[config.mk]
export PLATFORM = sky130hd
export DESIGN_NAME = dual_fir_config_registers
export DESIGN_NICKNAME = d
export VERILOG_FILES = /design/src/logic/fir_pkg.sv /design/src/logic/dual_fir_config_registers.sv
export VERILOG_INCLUDE_DIRS = /design/src /design/src/logic
export SDC_FILE = /design/constraint.sdc
export NUM_CORES = 2
export LEC_CHECK = 0
export BUFFER_PORTS_ARGS = -buffer_cell sky130_fd_sc_hd__buf_2
export CAP_MARGIN = 20
export CORE_MARGIN = 1.5
export CORE_UTILIZATION = 57
export DETAILED_ROUTE_END_ITERATION = 7
export GPL_ROUTABILITY_DRIVEN = 0
export GPL_TIMING_DRIVEN = 0
export PLACE_DENSITY = 0.78
export SYNTH_ARGS = -nofsm -noshare
export SYNTH_HDL_FRONTEND = slang
export SYNTH_SLANG_ARGS = --single-unit
[constraint.sdc]
create_clock -name clock_in -period 2.7 [get_ports clock_in]
set_input_delay 0.135 -clock clock_in [delete_from_list [all_inputs] [get_ports clock_in]]
set_output_delay 0.135 -clock clock_in [all_outputs]
set_load 0.1 [all_outputs]
[src/logic/fir_cfg.svh]
// Constants for the dual FIR configuration register bank
`ifndef FIR_CFG_SVH
`define FIR_CFG_SVH
`define ADDR_STRUCT 9'h000
`define ADDR_FORMAT 9'h001
`define ADDR_COEF_FLAG 8
`define ADDR_FILTER_BIT 2
`define ADDR_SET_LSB 3
`define ADDR_BANK_LSB 0
`define CFG_RESET_VAL 10'h000
`define INT_RESET_CYCLES 3'h6
`define F0_DECIM_LSB 0
`define F0_DUAL 4
`define F0_ODD_SYM 5
`define F0_EVEN_A 6
`define F0_EVEN_B 7
`define F0_B_OWN_IN 8
`define F0_INTERLEAVE 9
`define F1_A_DATA_TC 0
`define F1_A_COEF_TC 1
`define F1_B_DATA_TC 2
`define F1_B_COEF_TC 3
`define F1_REV_DIS 4
`define F1_ROUND_LSB 5
`define F1_ROUND_DIS 9
`define COEF_SETS 32
`define COEF_PER_SET 8
`endif

[src/logic/fir_pkg.sv]
// Types shared by the configuration register bank
package fir_pkg;
    typedef logic [9:0] cfg_word_t;
    typedef logic [8:0] cfg_addr_t;
    typedef logic [4:0] coef_sel_t;
    typedef logic [79:0] coef_set_t;
    typedef enum logic [1:0] {
        RUN_ST = 2'h1,
        HOLD_ST = 2'h2
    } reset_state_t;
endpackage

[src/logic/dual_fir_config_registers.sv]
// Configuration registers, field decode and coefficient store of a dual FIR
`timescale 1ns/1ns
`default_nettype none
`include "fir_cfg.svh"

// How it works
// - Bits 3:0 of the structure register hold n, giving decimate by n+1 and delay n+1.
// - Bit 4 of the structure register selects cascaded single (0) or dual (1) filters.
// - Bit 5 of the structure register selects even (0) or odd (1) symmetric coefficients.
// - Bits 6 and 7 set tap parity for filters A and B, zero odd and one even.
// - In dual mode bit 8 feeds filter B from the primary input (0) or its own input (1).
// - Bit 9 of the structure register selects interleaved coefficient sets when one.
// - Bits 0 and 1 of the format register give filter A data and coefficient formats.
// - Bits 2 and 3 of the format register give filter B data and coefficient formats.
// - Format bit 4 controls reversal of data order ahead of the reverse path.
// - Format bits 8:5 pick the output bit position where rounding is applied.
// - Format bit 9 turns rounding on or off, passing full precision when off.
// - Thirty-two coefficient sets are stored and the selected set feeds both filters.
// - A strobe rising edge loads the data bus into register 0 or 1 by address 000H or 001H.
// - Each configuration write starts an internal reset of six clocks, sparing coefficients.
// - Reversal and rounding are enabled by a zero in their control bits.
// - Each of format bits 3:0 reads zero as unsigned and one as two's complement.
module dual_fir_config_registers
    import fir_pkg::*;
(
    // Clock and reset
    input wire logic clock_in,
    input wire logic rst_b_in,
    // Host write port, strobe active low
    input wire logic write_strobe_b_in,
    input wire fir_pkg::cfg_addr_t config_write_addr_in,
    input wire fir_pkg::cfg_word_t config_write_bus_in,
    input wire fir_pkg::coef_sel_t coef_select_in,
    // Datapath controls
    output logic internal_reset_out,
    output logic [3:0] decim_code_out,
    output logic [4:0] decim_delay_out,
    output logic dual_mode_out,
    output logic odd_symmetric_out,
    output logic even_taps_a_out,
    output logic even_taps_b_out,
    output logic b_from_secondary_out,
    output logic interleaved_out,
    output logic a_data_signed_out,
    output logic a_coef_signed_out,
    output logic b_data_signed_out,
    output logic b_coef_signed_out,
    output logic reversal_enable_out,
    output logic [3:0] round_position_out,
    output logic round_enable_out,
    output fir_pkg::coef_set_t coef_a_out,
    output fir_pkg::coef_set_t coef_b_out
);
    import fir_pkg::*;

    // ****************************************
    // Strobe edge detection
    // ****************************************
    // Strobe is taken synchronous to the clock; its rising edge commits.
    logic strobe_reg;
    logic write_edge;
    cfg_word_t filter_structure_config_reg;
    cfg_word_t format_rounding_config_reg;
    cfg_word_t structure_live_reg;
    cfg_word_t format_live_reg;
    reset_state_t state_reg;
    logic [2:0] hold_count_reg;
    logic cfg_write;
    logic [9:0] bank_a_reg [0:`COEF_SETS*`COEF_PER_SET/2-1];
    logic [9:0] bank_b_reg [0:`COEF_SETS*`COEF_PER_SET/2-1];

    always_ff @(posedge clock_in or negedge rst_b_in)
    begin
        if (!rst_b_in)
            strobe_reg <= 1'b1;
        else
            strobe_reg <= write_strobe_b_in;
    end

    assign write_edge = write_strobe_b_in && !strobe_reg;

    function automatic logic is_cfg_addr(input cfg_addr_t a);
    begin
        is_cfg_addr = (a == `ADDR_STRUCT) || (a == `ADDR_FORMAT);
    end
    endfunction

    // Coefficient word: set number above bank number
    function automatic logic [6:0] coef_index(input cfg_addr_t a);
    begin
        coef_index = {a[`ADDR_SET_LSB +: 5], a[`ADDR_BANK_LSB +: 2]};
    end
    endfunction

    assign cfg_write = write_edge && is_cfg_addr(config_write_addr_in);

    // ****************************************
    // Configuration registers
    // ****************************************
    always_ff @(posedge clock_in or negedge rst_b_in)
    begin
        if (!rst_b_in)
        begin
            filter_structure_config_reg <= `CFG_RESET_VAL;
            format_rounding_config_reg <= `CFG_RESET_VAL;
        end
        else if (write_edge)
        begin
            // Other low addresses are reserved; writes to them are ignored
            if (config_write_addr_in == `ADDR_STRUCT)
                filter_structure_config_reg <= config_write_bus_in;
            else if (config_write_addr_in == `ADDR_FORMAT)
                format_rounding_config_reg <= config_write_bus_in;
        end
    end

    // ****************************************
    // Write-triggered internal reset
    // ****************************************
    always_ff @(posedge clock_in or negedge rst_b_in)
    begin
        if (!rst_b_in)
        begin
            state_reg <= RUN_ST;
            hold_count_reg <= 3'h0;
        end
        else
        begin
            case (state_reg)
                RUN_ST:
                begin
                    if (cfg_write)
                    begin
                        state_reg <= HOLD_ST;
                        hold_count_reg <= `INT_RESET_CYCLES - 3'h1;
                    end
                end
                HOLD_ST:
                begin
                    // A fresh write restarts the full six clocks
                    // Five down to zero keeps the reset high six clocks
                    if (cfg_write)
                        hold_count_reg <= `INT_RESET_CYCLES - 3'h1;
                    else if (hold_count_reg == 3'h0)
                        state_reg <= RUN_ST;
                    else
                        hold_count_reg <= hold_count_reg - 3'h1;
                end
                default:
                    state_reg <= RUN_ST;
            endcase
        end
    end

    assign internal_reset_out = (state_reg == HOLD_ST);

    // Fields reach the datapath only after the reset window closes
    always_ff @(posedge clock_in or negedge rst_b_in)
    begin
        if (!rst_b_in)
        begin
            structure_live_reg <= `CFG_RESET_VAL;
            format_live_reg <= `CFG_RESET_VAL;
        end
        else if (state_reg == HOLD_ST && hold_count_reg == 3'h0 && !cfg_write)
        begin
            structure_live_reg <= filter_structure_config_reg;
            format_live_reg <= format_rounding_config_reg;
        end
    end

    // ****************************************
    // Field decode
    // ****************************************
    assign decim_code_out = structure_live_reg[`F0_DECIM_LSB +: 4];
    assign decim_delay_out = {1'b0, decim_code_out} + 5'h01;
    assign dual_mode_out = structure_live_reg[`F0_DUAL];
    assign odd_symmetric_out = structure_live_reg[`F0_ODD_SYM];
    assign even_taps_a_out = structure_live_reg[`F0_EVEN_A];
    assign even_taps_b_out = structure_live_reg[`F0_EVEN_B];
    // Source choice only meaningful in dual mode
    assign b_from_secondary_out = dual_mode_out
        && structure_live_reg[`F0_B_OWN_IN];
    assign interleaved_out = structure_live_reg[`F0_INTERLEAVE];
    assign a_data_signed_out = format_live_reg[`F1_A_DATA_TC];
    assign a_coef_signed_out = format_live_reg[`F1_A_COEF_TC];
    assign b_data_signed_out = format_live_reg[`F1_B_DATA_TC];
    assign b_coef_signed_out = format_live_reg[`F1_B_COEF_TC];
    assign reversal_enable_out = !format_live_reg[`F1_REV_DIS];
    assign round_position_out = format_live_reg[`F1_ROUND_LSB +: 4];
    assign round_enable_out = !format_live_reg[`F1_ROUND_DIS];

    // ****************************************
    // Coefficient store
    // ****************************************
    // Address bit 8 set marks a coefficient: bits 1:0 bank, 2 filter,
    // 7:3 set. Not cleared by the write reset.
    // No reset at all: contents are unknown until the host loads them.
    always_ff @(posedge clock_in)
    begin
        if (write_edge && config_write_addr_in[`ADDR_COEF_FLAG])
        begin
            if (config_write_addr_in[`ADDR_FILTER_BIT])
                bank_b_reg[coef_index(config_write_addr_in)]
                    <= config_write_bus_in;
            else
                bank_a_reg[coef_index(config_write_addr_in)]
                    <= config_write_bus_in;
        end
    end

    // Symmetric taps share four banks; eight values are the set's pairs
    always_ff @(posedge clock_in or negedge rst_b_in)
    begin
        if (!rst_b_in)
        begin
            coef_a_out <= '0;
            coef_b_out <= '0;
        end
        else
        begin
            for (int i = 0; i < 4; i++)
            begin
                coef_a_out[i*10 +: 10] <= bank_a_reg[{coef_select_in, 2'(i)}];
                coef_b_out[i*10 +: 10] <= bank_b_reg[{coef_select_in, 2'(i)}];
                coef_a_out[40+i*10 +: 10] <= bank_a_reg[{coef_select_in, 2'(i)}];
                coef_b_out[40+i*10 +: 10] <= bank_b_reg[{coef_select_in, 2'(i)}];
            end
        end
    end
endmodule
`default_nettype wire

==> impl_metrics.tcl <==
set metrics [dict create \
    instances_no_fill 7871 \
    cp_cell_sequence "buf_2, buf_2, nand2_1, or2_2, clkbuf_1, clkbuf_2, o22ai_1, nor4_1" \
    clockBufferDepth 4 \
    synth_top_family_by_area "multiplexers" \
    hpwl_um 186000 \
    final_core_util 0.661 \
    total_power_uw 89400 \
    vias_per_cell 7.10 \
    peakVddDrop_mv 0.554 \
    synth_mux_area_frac 0.146 \
    synth_ff_type "edfxtp_1" \
    clkSlewWorstSetupHoldPaths_ns 0.06 \
    vias 55900 \
    p_per_area_mw_per_mm2 760 \
    hold_viol 0 \
    yosys.area.top_type "edfxtp_1" \
    path_class "in -> reg" \
    grt_max_degree 166 \
    failed_checks "negative setup slack" \
    cts_tree "built" \
    timing.final.crit_share 1.11 \
    synthDistinctLibCells 49 \
    synth_simple_gate_area_frac 0.0215 \
    cap_violations 0 \
    synth_warnings 0 \
    synth.yosys.seq_area_share 0.785 \
    busiest_layer "met2" \
    numCtsBuffers 276 \
    clockRootBuffer "clkbuf_16" \
    worst_pin_slew_ns 1.42 \
    period_minus_slack_ns 3.01 \
    crit_fanout 10 \
    grt_overflow 0 \
    netlist_instances 4630 \
    synth_fa_ha_area_frac 0.000614 \
    slew_violations 0 \
    slowest_delay_ns 0.87 \
    wl_per_cell_um 39.2 \
    start_kind "primary input" \
    drive_above_1_share 0.324 \
    ys_top_cells_by_count "edfxtp_1, mux4_2, nor2_1, o22ai_1, dfrtp_1" \
    use_met3 0.115 \
    fin_nets 5330 \
    die_y_um 426 \
    setup_viol 131 \
    grt_pass1_wl_um 420000 \
    crit_top_cell "buf_2" \
    place_inst 7303 \
    place_area_mm2 0.107 \
    finClkSkew_ns 0.0787 \
    crit_path_end_kind "flop" \
    critical_path_arrival_ns 3.74 \
    cp_slowest_cell "nor4_1" \
    maxSlewHeadroom 0.0560 \
    clock-sinks 2686 \
    synthTopCellsByArea "edfxtp_1, mux4_2, dfrtp_1" \
    antenna_found_initial 20 \
    synth_most_common_cell "edfxtp_1" \
    die_w_um 426 \
    final_area_mm2 0.118 \
    htreeDepth 5 \
    timing.fmax_mhz 333 \
    numPortBuffers 210 \
    grt_use_total 0.340 \
    synth_xor_area_frac 0.000172 \
    die-area_mm2 0.181 \
    use_met2 0.503 \
    synth-edff-count 2560 \
    synth_seq_cells 2686 \
    antenna_left 0 \
    firstDrtPassIters 8 \
    cp_data_required_time_ns 3.43 \
    use_met1 0.427 \
    drc_errors 0 \
    yosys.area.top_type_share 0.754 \
    synth-compound-area-share 0.0233 \
    tns_ns -6.83 \
    power_leakage_uw 0.0380 \
    rsz0062_at_grt "yes" \
    area_growth_pct 15.4 \
    netlist_area_mm2 0.102 \
    core_mm2 0.178 \
    outcome "finished, violations left" \
    clk_latency_ns 0.95 \
    drtIter0Drc 11100 \
    fillCellCount 10600 \
    wl_um 309000 \
    synth_nets 4662 \
    hp-class "in -> reg" \
    grt_pass1_vias 54800 \
    syn_area_per_cell_um2 22.0 \
    initial_core_util 0.572 \
    ys_async_sr_fraction 0.0469 \
    ios 213 \
    setup_slack_ns -0.306 \
    fp-row-count 155 \
]
==> stage by stage <==
| stage | hold slack (ns) | setup WS, ns |
|---|---|---|
| 3_5_place_dp | 0.107 | -1.08 |
| 6_report | 0.00682 | -0.306 |
| 4_1_cts | 0.00664 | -0.0616 |
| 2_1_floorplan | -0.161 | 0.502 |
| 3_3_place_gp | 0.253 | -1.61 |
| 5_1_grt | 0.0194 | -0.129 |
==> layout by cell type, fill, tap and decap left out, types with 29 or more instances in the layout <==
cell,n
nor2_4,93
mux2_2,44
nor4_1,64
nand3_1,29
clkinv_2,34
nor2_1,109
o22ai_1,268
dfrtp_1,124
buf_2,303
mux4_1,34
buf_4,169
clkbuf_1,106
clkbuf_16,284
edfxtp_1,2560
nor2_2,71
a22oi_1,70
mux2i_1,120
buf_6,96
clkinv_1,58
mux4_2,546
nand2_1,31
buf_8,30
==> worst paths after layout <==
kind | startpoint | to | slack, ns | depth (start not counted)
max in group asynchronous | rst_b_in | coef_a_out[65] | 1.83 | 4
min in group asynchronous | rst_b_in | strobe_reg | 0.34 | 3
min reg2reg | filter_structure_config_reg[4] | structure_live_reg[4] | 0.49 | 1
min | config_write_addr_in[0] | bank_b_reg[54][1] | 0.007 | 4
max reg2reg | strobe_reg | bank_b_reg[17][5] | -0.14 | 5
max | coef_select_in[3] | coef_b_out[49] | -0.31 | 8
==> cell type report <==
cell class,count,area [um2],area share
Tap cell,2355,2950,0.0250
Multi-Input combinational cell,1589,20500,0.174
Timing Repair Buffer,391,3410,0.0290
Clock buffer,349,7390,0.0628
Antenna cell,25,62.6,0.000532
Inverter,11,41.3,0.000351
Buffer,343,2370,0.0201
Sequential cell,2686,80000,0.680
Clock inverter,122,943,0.00802
==> per-layer routing <==
metal  up-vias  share of wire
li1      20700              -
met1     28300           0.31
met2      5603           0.45
met3      1250           0.16
met4         4          0.081
met5         -       0.000078
==> timing repair <==
item,in CTS,in global routing
gates resized for setup,242,54
gates cloned,0,0
setup buffers,22,2
hold buffers,22,2
pin swaps,20,0
setup endpoints to repair,2327,437
hold endpoints to repair,1227,2
==> where the power goes <==
part	switching, uW	internal [uW]	total [uW]
Sequential	93.6	45800	45900
Combinational	5470	1710	7180
Clock	15700	20700	36400
==> critical path: cells and delay by family <==
kind | cells | cell delay (ns)
compound gates | 1 | 0.28
simple gates | 3 | 1.74
buf+inv | 4 | 1.54
==> kinds of logic (layout without fill, tap and decap cells) <==
logic type / count (synthesis) / in the layout
muxes: 744 / 744
AOI/OAI and AO/OA: 365 / 365
DFF: 2686 / 2686
adders and majority gates: 5 / 5
xor gates and xnor gates: 2 / 2
and+or+nand+nor: 473 / 473
buffers and inverters: 355 / 1216
other: 0 / 25
No activity file was read; power rests on OpenSTA's default activity.
